`config.mk`:
```
export PLATFORM = sky130hd
export DESIGN_NAME = dht_timer
export DESIGN_NICKNAME = d
export VERILOG_FILES = /design/src/inc/dht_pkg.sv /design/src/rtl/dht_cap_edge.sv /design/src/rtl/dht_timer.sv
export SDC_FILE = /design/constraint.sdc
export NUM_CORES = 1
export LEC_CHECK = 0
export ABC_AREA = 1
export BUFFER_PORTS_ARGS = -buffer_cell sky130_fd_sc_hd__buf_2
export CAP_MARGIN = 10
export CELL_PAD_IN_SITES_DETAIL_PLACEMENT = 0
export CELL_PAD_IN_SITES_GLOBAL_PLACEMENT = 1
export CORE_AREA = 2 2 241 243
export DETAILED_ROUTE_END_ITERATION = 16
export DIE_AREA = 0 0 243 245
export PLACE_DENSITY = 0.78
export SYNTH_ARGS = -nofsm -noshare
export SYNTH_HDL_FRONTEND = slang
export SYNTH_SLANG_ARGS = --single-unit
export TNS_END_PERCENT = 30
```
`constraint.sdc`:
```
create_clock -name i_clk -period 9.15 [get_ports i_clk]
set_clock_uncertainty 0.1 [all_clocks]
set_input_delay 1.83 -clock i_clk [delete_from_list [all_inputs] [get_ports i_clk]]
set_output_delay 1.83 -clock i_clk [all_outputs]
set_load 0.005 [all_outputs]
```
`src/inc/dht_pkg.sv`:
```
// Shared constants and types for the dual half timer
package dht_pkg;
    // ==========================================================
    // Module configuration
    typedef enum logic [1:0] {
        DHT_CFG_32_ONE_SHOT,
        DHT_CFG_32_PERIODIC,
        DHT_CFG_32_RTC,
        DHT_CFG_PAIR
    } dht_cfg_t;

    typedef enum logic [2:0] {
        DHT_HALF_ONE_SHOT,
        DHT_HALF_PERIODIC,
        DHT_HALF_CAP_COUNT,
        DHT_HALF_CAP_TIME,
        DHT_HALF_PWM
    } dht_half_mode_t;

    typedef enum logic [1:0] {
        DHT_EDGE_POS,
        DHT_EDGE_NEG,
        DHT_EDGE_BOTH
    } dht_edge_t;

    // ==========================================================
    // Interrupt source bit positions
    localparam int DHT_INT_W = 7;
    localparam int DHT_INT_A_TIMEOUT = 0;
    localparam int DHT_INT_A_CAP_MATCH = 1;
    localparam int DHT_INT_A_CAP_EVENT = 2;
    localparam int DHT_INT_RTC_MATCH = 3;
    localparam int DHT_INT_B_TIMEOUT = 4;
    localparam int DHT_INT_B_CAP_MATCH = 5;
    localparam int DHT_INT_B_CAP_EVENT = 6;

    // ==========================================================
    // Half select bits of a write
    localparam int DHT_SEL_A = 0;
    localparam int DHT_SEL_B = 1;

    // ==========================================================
    // Values after reset
    localparam logic [15:0] DHT_LOAD_RST = 16'hffff;
    localparam logic [15:0] DHT_MATCH_RST = 16'h0000;
    localparam logic [7:0] DHT_PRE_RST = 8'h00;
    localparam logic [7:0] DHT_PREMATCH_RST = 8'h00;
endpackage

```
`src/rtl/dht_cap_edge.sv`:
```
// Capture pin synchroniser and edge selector for one timer half
`timescale 1ns/1ns
`default_nettype none
module dht_cap_edge (
    input wire logic i_clk,
    input wire logic i_rst,
    input wire logic i_pin,
    input wire dht_pkg::dht_edge_t i_edge_sel,
    output logic o_edge
);
    logic meta;
    logic sync;
    logic prev;
    logic next_edge;

    // ==========================================================
    // Edge detect on synchronised level
    always_comb begin
        case (i_edge_sel)
            dht_pkg::DHT_EDGE_POS: next_edge = sync & ~prev;
            dht_pkg::DHT_EDGE_NEG: next_edge = ~sync & prev;
            dht_pkg::DHT_EDGE_BOTH: next_edge = sync ^ prev;
            default: next_edge = 1'b0;
        endcase
    end

    always_ff @(posedge i_clk) begin
        if (i_rst) begin
            meta <= 1'b0;
            sync <= 1'b0;
            prev <= 1'b0;
            o_edge <= 1'b0;
        end else begin
            meta <= i_pin;
            sync <= meta;
            prev <= sync;
            o_edge <= next_edge;
        end
    end
endmodule
`default_nettype wire

```
`src/rtl/dht_timer.sv`:
```
// Dual 16-bit half timer with 32-bit one-shot, periodic and clock modes
// ==========================================================
// Functional notes
// - Clear request drops selected raw interrupt sources
// - Only enabled sources reach interrupt output
// - Seven sources: capture, match, timeout, clock match
// - Status readable raw or masked by enables
// - Load write enters running counter at once
// - Edge count equal to match raises match
// - Match value sets PWM duty cycle
// - Prescaler acts only in 16-bit halves
// - Prescale value is eight bits wide
// - Prescale match extends comparison to 24 bits
// - Prescale match value is eight bits wide
// - Clock run clear holds counter value
// - Clock run set works only in clock mode
// - Load, match, prescales and count read back, capture in capture time mode
// - Writes target half A, B or both
// - 32-bit modes or two independent 16-bit halves
// - Capture edge selectable rising, falling or both
// - PWM output invertible to active low
`timescale 1ns/1ns
`default_nettype none
module dht_timer (
    input wire logic i_clk,
    input wire logic i_rst,
    input wire dht_pkg::dht_cfg_t i_cfg,
    input wire dht_pkg::dht_half_mode_t i_mode_a,
    input wire dht_pkg::dht_half_mode_t i_mode_b,
    input wire logic i_enable_a,
    input wire logic i_enable_b,
    input wire logic i_rtc_start,
    input wire logic i_rtc_stop,
    input wire dht_pkg::dht_edge_t i_edge_a,
    input wire dht_pkg::dht_edge_t i_edge_b,
    input wire logic i_pwm_invert_a,
    input wire logic i_pwm_invert_b,
    input wire logic i_cap_pin_a,
    input wire logic i_cap_pin_b,
    input wire logic [1:0] i_wr_sel,
    input wire logic i_wr_load,
    input wire logic i_wr_match,
    input wire logic i_wr_prescale,
    input wire logic i_wr_prematch,
    input wire logic [31:0] i_wr_data,
    input wire logic [dht_pkg::DHT_INT_W-1:0] i_int_enable,
    input wire logic [dht_pkg::DHT_INT_W-1:0] i_int_clear,
    input wire logic i_status_masked,
    input wire logic i_rd_half_b,
    output logic [dht_pkg::DHT_INT_W-1:0] o_int_status,
    output logic o_irq,
    output logic o_rtc_running,
    output logic [31:0] o_rd_load,
    output logic [31:0] o_rd_match,
    output logic [7:0] o_rd_prescale,
    output logic [7:0] o_rd_prematch,
    output logic [31:0] o_rd_value,
    output logic o_pwm_a,
    output logic o_pwm_b
);
    logic [15:0] load [2];
    logic [15:0] match [2];
    logic [7:0] pre [2];
    logic [7:0] prematch [2];
    logic [15:0] cnt [2];
    logic [7:0] pre_cnt [2];
    logic [15:0] cap [2];
    logic [1:0] done;
    logic rtc_run;
    logic [dht_pkg::DHT_INT_W-1:0] raw;
    logic [1:0] pwm_lvl;
    logic [1:0] edge_ev;

    logic [15:0] next_load [2];
    logic [15:0] next_match [2];
    logic [7:0] next_pre [2];
    logic [7:0] next_prematch [2];
    logic [15:0] next_cnt [2];
    logic [7:0] next_pre_cnt [2];
    logic [15:0] next_cap [2];
    logic [1:0] next_done;
    logic next_rtc_run;
    logic [dht_pkg::DHT_INT_W-1:0] next_raw;
    logic [1:0] next_pwm_lvl;
    logic [dht_pkg::DHT_INT_W-1:0] next_status;
    logic [31:0] next_rd_load;
    logic [31:0] next_rd_match;
    logic [7:0] next_rd_prescale;
    logic [7:0] next_rd_prematch;
    logic [31:0] next_rd_value;

    // ==========================================================
    // Capture inputs
    genvar g;
    generate
        for (g = 0; g < 2; g++) begin : gen_cap
            dht_cap_edge u_cap (
                .i_clk(i_clk),
                .i_rst(i_rst),
                .i_pin(g == 0 ? i_cap_pin_a : i_cap_pin_b),
                .i_edge_sel(g == 0 ? i_edge_a : i_edge_b),
                .o_edge(edge_ev[g])
            );
        end
    endgenerate

    // ==========================================================
    // Next state
    always_comb begin
        logic is32;
        logic run32;
        logic en;
        logic [31:0] v32;
        logic [23:0] v24;
        logic [23:0] l24;
        logic [23:0] m24;
        dht_pkg::dht_half_mode_t hm;
        logic [dht_pkg::DHT_INT_W-1:0] ev;
        is32 = (i_cfg != dht_pkg::DHT_CFG_PAIR);
        run32 = 1'b0;
        en = 1'b0;
        v32 = {cnt[1], cnt[0]};
        v24 = '0;
        l24 = '0;
        m24 = '0;
        hm = dht_pkg::DHT_HALF_ONE_SHOT;
        ev = '0;
        next_load = load;
        next_match = match;
        next_pre = pre;
        next_prematch = prematch;
        next_cnt = cnt;
        next_pre_cnt = pre_cnt;
        next_cap = cap;
        next_done = done;
        next_pwm_lvl = pwm_lvl;
        next_rtc_run = rtc_run;
        if (i_rtc_stop) begin
            next_rtc_run = 1'b0;
        end else if (i_rtc_start && i_cfg == dht_pkg::DHT_CFG_32_RTC) begin
            next_rtc_run = 1'b1;
        end
        if (is32) begin
            // Counter spans both halves, prescaler ignored
            run32 = i_enable_a && !done[0];
            if (i_cfg == dht_pkg::DHT_CFG_32_RTC) begin
                if (i_enable_a && rtc_run) begin
                    v32 = v32 + 32'h0000_0001;
                    if (v32 == {match[1], match[0]}) begin
                        ev[dht_pkg::DHT_INT_RTC_MATCH] = 1'b1;
                    end
                end
            end else if (run32) begin
                if (v32 == 32'h0000_0000) begin
                    ev[dht_pkg::DHT_INT_A_TIMEOUT] = 1'b1;
                    if (i_cfg == dht_pkg::DHT_CFG_32_PERIODIC) begin
                        v32 = {load[1], load[0]};
                    end else begin
                        next_done[0] = 1'b1;
                    end
                end else begin
                    v32 = v32 - 32'h0000_0001;
                end
            end
            next_cnt[0] = v32[15:0];
            next_cnt[1] = v32[31:16];
            if (!i_enable_a) begin
                next_done[0] = 1'b0;
            end
        end else begin
            for (int h = 0; h < 2; h++) begin
                en = (h == 0) ? i_enable_a : i_enable_b;
                hm = (h == 0) ? i_mode_a : i_mode_b;
                v24 = {pre_cnt[h], cnt[h]};
                l24 = {pre[h], load[h]};
                m24 = {prematch[h], match[h]};
                case (hm)
                    dht_pkg::DHT_HALF_ONE_SHOT, dht_pkg::DHT_HALF_PERIODIC: begin
                        if (en && !done[h]) begin
                            if (pre_cnt[h] != 8'h00) begin
                                v24[23:16] = pre_cnt[h] - 8'h01;
                            end else begin
                                v24[23:16] = pre[h];
                                if (cnt[h] == 16'h0000) begin
                                    ev[h * 4] = 1'b1;
                                    if (hm == dht_pkg::DHT_HALF_PERIODIC) begin
                                        v24[15:0] = load[h];
                                    end else begin
                                        next_done[h] = 1'b1;
                                    end
                                end else begin
                                    v24[15:0] = cnt[h] - 16'h0001;
                                end
                            end
                        end
                    end
                    dht_pkg::DHT_HALF_CAP_COUNT: begin
                        if (en && edge_ev[h]) begin
                            v24 = v24 - 24'h00_0001;
                            if (v24 == m24) begin
                                ev[h * 4 + 1] = 1'b1;
                                v24 = l24;
                            end
                        end
                    end
                    dht_pkg::DHT_HALF_CAP_TIME: begin
                        if (en) begin
                            v24 = (v24 == 24'h00_0000) ? l24 : v24 - 24'h00_0001;
                            if (edge_ev[h]) begin
                                next_cap[h] = cnt[h];
                                ev[h * 4 + 2] = 1'b1;
                            end
                        end
                    end
                    dht_pkg::DHT_HALF_PWM: begin
                        if (en) begin
                            v24 = (v24 == 24'h00_0000) ? l24 : v24 - 24'h00_0001;
                        end
                        next_pwm_lvl[h] = (v24 > m24) ^ ((h == 0) ? i_pwm_invert_a
                            : i_pwm_invert_b);
                    end
                    default: begin
                        v24 = {pre_cnt[h], cnt[h]};
                    end
                endcase
                next_pre_cnt[h] = v24[23:16];
                next_cnt[h] = v24[15:0];
                if (!en) begin
                    next_done[h] = 1'b0;
                end
            end
        end
        // Software writes; in 32-bit mode half A carries all 32 bits
        for (int h = 0; h < 2; h++) begin
            if (is32 ? i_wr_sel[dht_pkg::DHT_SEL_A] : i_wr_sel[h]) begin
                if (i_wr_load) begin
                    next_load[h] = (is32 && h == 1) ? i_wr_data[31:16] : i_wr_data[15:0];
                    next_cnt[h] = next_load[h];
                    next_pre_cnt[h] = pre[h];
                    next_done[h] = 1'b0;
                end
                if (i_wr_match) begin
                    next_match[h] = (is32 && h == 1) ? i_wr_data[31:16] : i_wr_data[15:0];
                end
                if (i_wr_prescale && !is32) begin
                    next_pre[h] = i_wr_data[7:0];
                end
                if (i_wr_prematch && !is32) begin
                    next_prematch[h] = i_wr_data[7:0];
                end
            end
        end
        next_raw = (raw & ~i_int_clear) | ev;
        next_status = i_status_masked ? (next_raw & i_int_enable) : next_raw;
        // Read back of selected half; in 32-bit mode both halves together
        if (is32) begin
            next_rd_load = {next_load[1], next_load[0]};
            next_rd_match = {next_match[1], next_match[0]};
            next_rd_value = {next_cnt[1], next_cnt[0]};
            next_rd_prescale = next_pre[0];
            next_rd_prematch = next_prematch[0];
        end else begin
            next_rd_load = {16'h0000, next_load[i_rd_half_b]};
            next_rd_match = {16'h0000, next_match[i_rd_half_b]};
            next_rd_prescale = next_pre[i_rd_half_b];
            next_rd_prematch = next_prematch[i_rd_half_b];
            hm = i_rd_half_b ? i_mode_b : i_mode_a;
            next_rd_value = (hm == dht_pkg::DHT_HALF_CAP_TIME)
                ? {16'h0000, next_cap[i_rd_half_b]}
                : {16'h0000, next_cnt[i_rd_half_b]};
        end
    end

    // ==========================================================
    // Registers
    always_ff @(posedge i_clk) begin
        if (i_rst) begin
            for (int h = 0; h < 2; h++) begin
                load[h] <= dht_pkg::DHT_LOAD_RST;
                match[h] <= dht_pkg::DHT_MATCH_RST;
                pre[h] <= dht_pkg::DHT_PRE_RST;
                prematch[h] <= dht_pkg::DHT_PREMATCH_RST;
                cnt[h] <= dht_pkg::DHT_LOAD_RST;
                pre_cnt[h] <= dht_pkg::DHT_PRE_RST;
                cap[h] <= 16'h0000;
            end
            done <= 2'h0;
            rtc_run <= 1'b0;
            raw <= '0;
            pwm_lvl <= 2'h0;
            o_int_status <= '0;
            o_irq <= 1'b0;
            o_rtc_running <= 1'b0;
            o_rd_load <= 32'h0000_0000;
            o_rd_match <= 32'h0000_0000;
            o_rd_prescale <= 8'h00;
            o_rd_prematch <= 8'h00;
            o_rd_value <= 32'h0000_0000;
            o_pwm_a <= 1'b0;
            o_pwm_b <= 1'b0;
        end else begin
            load <= next_load;
            match <= next_match;
            pre <= next_pre;
            prematch <= next_prematch;
            cnt <= next_cnt;
            pre_cnt <= next_pre_cnt;
            cap <= next_cap;
            done <= next_done;
            rtc_run <= next_rtc_run;
            raw <= next_raw;
            pwm_lvl <= next_pwm_lvl;
            o_int_status <= next_status;
            o_irq <= |(next_raw & i_int_enable);
            o_rtc_running <= next_rtc_run;
            o_rd_load <= next_rd_load;
            o_rd_match <= next_rd_match;
            o_rd_prescale <= next_rd_prescale;
            o_rd_prematch <= next_rd_prematch;
            o_rd_value <= next_rd_value;
            o_pwm_a <= next_pwm_lvl[0];
            o_pwm_b <= next_pwm_lvl[1];
        end
    end
endmodule
`default_nettype wire

```
==> summary.md <==
| Metric | Value |
|---|---|
| Status | `finished clean` |
| Clk sink count | `316` |
| Proportion of layout cells with a drive suffix above 1 | `0.1039` |
| Pleak | `12.68 nW` |
| Synth Net Count | `3893` |
| Initial antenna violation count | `9` |
| Fmax | `165.3 MHz` |
| CP Max Fanout | `37` |
| Worst vdd ir | `0.1484 mV` |
| Post-Place Worst Slack | `2.753 ns` |
| Clock tree buffer depth | `3` |
| Placer congestion estimate | `1.026` |
| Endpoints failing hold | `0` |
| Yosys reg bits | `316` |
| Power Total | `0.004459 W` |
| DRT Pass-1 Iters | `6` |
| DP HPWL | `88120 um` |
| Nets | `3983` |
| Clk Latency, worst-skew pair | `0.61 ns` |
| Top FF cell, synth | `dfxtp_1` |
| Drt first-iter violations | `3786` |
| Ys Warns | `0` |
| FILL cells | `6364` |
| Seq/Total Area, Yosys | `0.2800` |
| Overall routing resource usage | `0.3840` |
| Worst hold path cell count | `2` |
| Core footprint | `0.05703 mm^2` |
| H-tree Lvls | `2` |
| Number of buffers created by CTS | `40` |
| Largest net degree at the start of global routing | `63` |
| DIE HEIGHT | `245 um` |
| CP endpoint kind | `register` |
| Critical Path Start Type | `input pin` |
| Clock Tree Root | `clkbuf_16` |
| DR vias | `27310` |
| Fin Hold WS | `0.3047 ns` |
| Post-Layout Cell Count | `4649` |
| Setup ws final | `3.100 ns` |
| IO Count | `199` |
| Cell row count | `88` |
| Die width | `243 um` |
| Final period util | `0.6612` |
| Post-route ant nets | `0` |
| CTS tree | `done` |
| Commonest non-fill, non-tap cell in the layout | `nand2_1` |
| Met2 WL | `48400 um` |
| Number of synthesized flops with an enable pin | `0` |
| Residual DRC | `0` |
| Top Layer Used | `met5` |
| Die Area | `0.05954 mm^2` |
| Rel. slew slack | `0.1810` |
| Area Overhead vs Synth | `12.91%` |
| Count of hold-fix buffers inserted at cts | `0` |
| Starting density of the core | `0.3962` |
| Total congestion overflow | `0` |
| Max Cap Viol | `0` |
| Detailed-route wire length per cell | `25.32 um` |
| Synthesized area | `0.02260 mm^2` |
| Vias in the first global route | `25140` |
| M1 WL | `48180 um` |
| Reg-to-reg slack, setup | `3.58 ns` |
| Synthesized instance count | `3758` |
| Register area | `0.006326 mm^2` |
| Critical path arrival | `6.49 ns` |
| Reg2Reg Depth | `21` |
| Post-CTS setup buffers | `0` |
| Placed Cells | `4571` |
| Met3 Wirelength | `14330 um` |
| TNS Setup | `0 ns` |
| CTS resizes | `0` |
| Critical path class | `in2reg` |
| Slew Limit Fails | `0` |
| CP Data Required Time | `9.59 ns` |
| Area of the multi-input gates | `0.01381 mm^2` |
| Count of different cell masters after synthesis | `55` |
| Routed WL | `117700 um` |
| Mean Syn Cell Area | `6.013 um^2` |
| Most frequent cells in the layout | `1078 x nand2_1, 384 x inv_1, 369 x o21ai_0` |
| Asr flop ratio synth | `0` |
| Worst-margin pin slew | `1.216 ns` |
| Power per Cell Area | `174.8 mW/mm^2` |
| RSZ-0062 raised after global routing | `false` |
| Avg Vias per Cell | `5.874` |
| Port buffer count | `198` |
| Final Setup Violations | `0` |
| Register clock-pin slew on the reported worst setup and hold paths | `0.07 ns` |
| Min Clock Period, post-route | `6.050 ns` |
| First-pass GRT wire length | `169700 um` |
| Hold Crit Class | `reg2reg` |
## synthesized netlist by cell type (6+ instances only)
| master | number | area, um^2 |
|---|---|---|
| a211oi_1 | 17 | 127.6 |
| a21boi_1 | 12 | 90.09 |
| a21oi_1 | 282 | 1411 |
| a221oi_1 | 15 | 131.4 |
| a22oi_1 | 6 | 45.04 |
| a31oi_1 | 14 | 87.58 |
| buf_1 | 13 | 48.80 |
| buf_2 | 29 | 145.1 |
| buf_4 | 10 | 75.07 |
| buf_6 | 8 | 90.09 |
| clkbuf_1 | 149 | 559.3 |
| clkinv_1 | 19 | 71.32 |
| dfxtp_1 | 316 | 6326 |
| ha_1 | 59 | 738.2 |
| inv_1 | 385 | 1445 |
| inv_2 | 12 | 45.04 |
| nand2_1 | 1080 | 4054 |
| nand3_1 | 254 | 1271 |
| nand4_1 | 33 | 206.5 |
| nor2_1 | 358 | 1344 |
| nor2_2 | 17 | 106.4 |
| nor2_4 | 10 | 112.6 |
| nor3_1 | 37 | 185.2 |
| nor4_1 | 13 | 81.33 |
| o2111ai_1 | 6 | 52.55 |
| o211ai_1 | 51 | 382.9 |
| o21a_1 | 8 | 60.06 |
| o21ai_0 | 369 | 1847 |
| o21ai_1 | 15 | 75.07 |
| o221ai_1 | 13 | 113.9 |
| o22ai_1 | 28 | 175.2 |
| o31ai_1 | 7 | 52.55 |
| or2_2 | 9 | 56.30 |
| xor2_1 | 61 | 534.3 |
## power breakdown
group          internal (W)  leakage, nW  switching [W]
Sequential          0.00147         2.60       0.000125
Clock              0.000993        0.682       0.000733
Combinational      0.000335         9.40       0.000808
## layout make-up
cell class | count | area share
clock buffers | 45 | 0.04154
multi-input cells | 2817 | 0.5413
diodes | 5 | 0.0004904
clock inverters | 28 | 0.01359
flip-flops and latches | 316 | 0.2480
repair buffers | 257 | 0.05630
well taps | 765 | 0.03752
inverters | 416 | 0.06130
## metal layers
layer | vias to the layer above | global-route usage
met4 | 8 | 0.2016
met1 | 12580 | 0.5135
met5 | - | 0
met3 | 357 | 0.09764
li1 | 12490 | -
met2 | 1873 | 0.5670
## final timing paths
path | start | endpoint
hold reg to reg | gen_cap[1].u_cap.meta | gen_cap[1].u_cap.sync
setup reg to reg | cnt[1] | o_pwm_b
setup / recovery | i_enable_b | o_rd_value[0]
hold / removal | gen_cap[1].u_cap.meta | gen_cap[1].u_cap.sync
## through the flow
| step | area [um^2] | utilization |
|---|---|---|
| after floorplan | 22600 | - |
| after global placement | 24090 | 0.4224 |
| final | 25510 | 0.4473 |
| after CTS | 25500 | 0.4471 |
| after global routing | 25500 | 0.4471 |
| after detailed placement | 24090 | 0.4224 |
## flip-flops by register name (all words and copies together), names as in the netlist, 16 cells and up
signal / count
cap: 32
cnt: 32
load: 32
match: 32
o_rd_load: 32
o_rd_match: 32
o_rd_value: 32
pre: 16
pre_cnt: 16
prematch: 16
## worst max-delay path, cell delays in order
cell	delay [ns]
buf_2	0.54
inv_1	0.50
nor2_1	0.78
inv_1	0.23
nor2_2	0.83
o21ai_1	0.41
buf_4	0.31
a21oi_1	0.13
o221ai_1	0.11
o211ai_1	0.13
inv_1	0.07
nand2_1	0.08
nand2_1	0.08
nand2_1	0.09
nand2_1	0.05
nand3_1	0.09
nand2_1	0.06
a21oi_1	0.12
## logic make-up after synthesis
kind of cell    Yosys count  synth area share
xor+xnor                 67           0.02780
compound gates          860            0.2131
mux                       3          0.001329
fa+ha+maj                59           0.03267
simple gates           1828            0.3353
flops                   316            0.2800
buf+inv                 625            0.1098
Note: power is estimated with default switching activity, not from simulation.
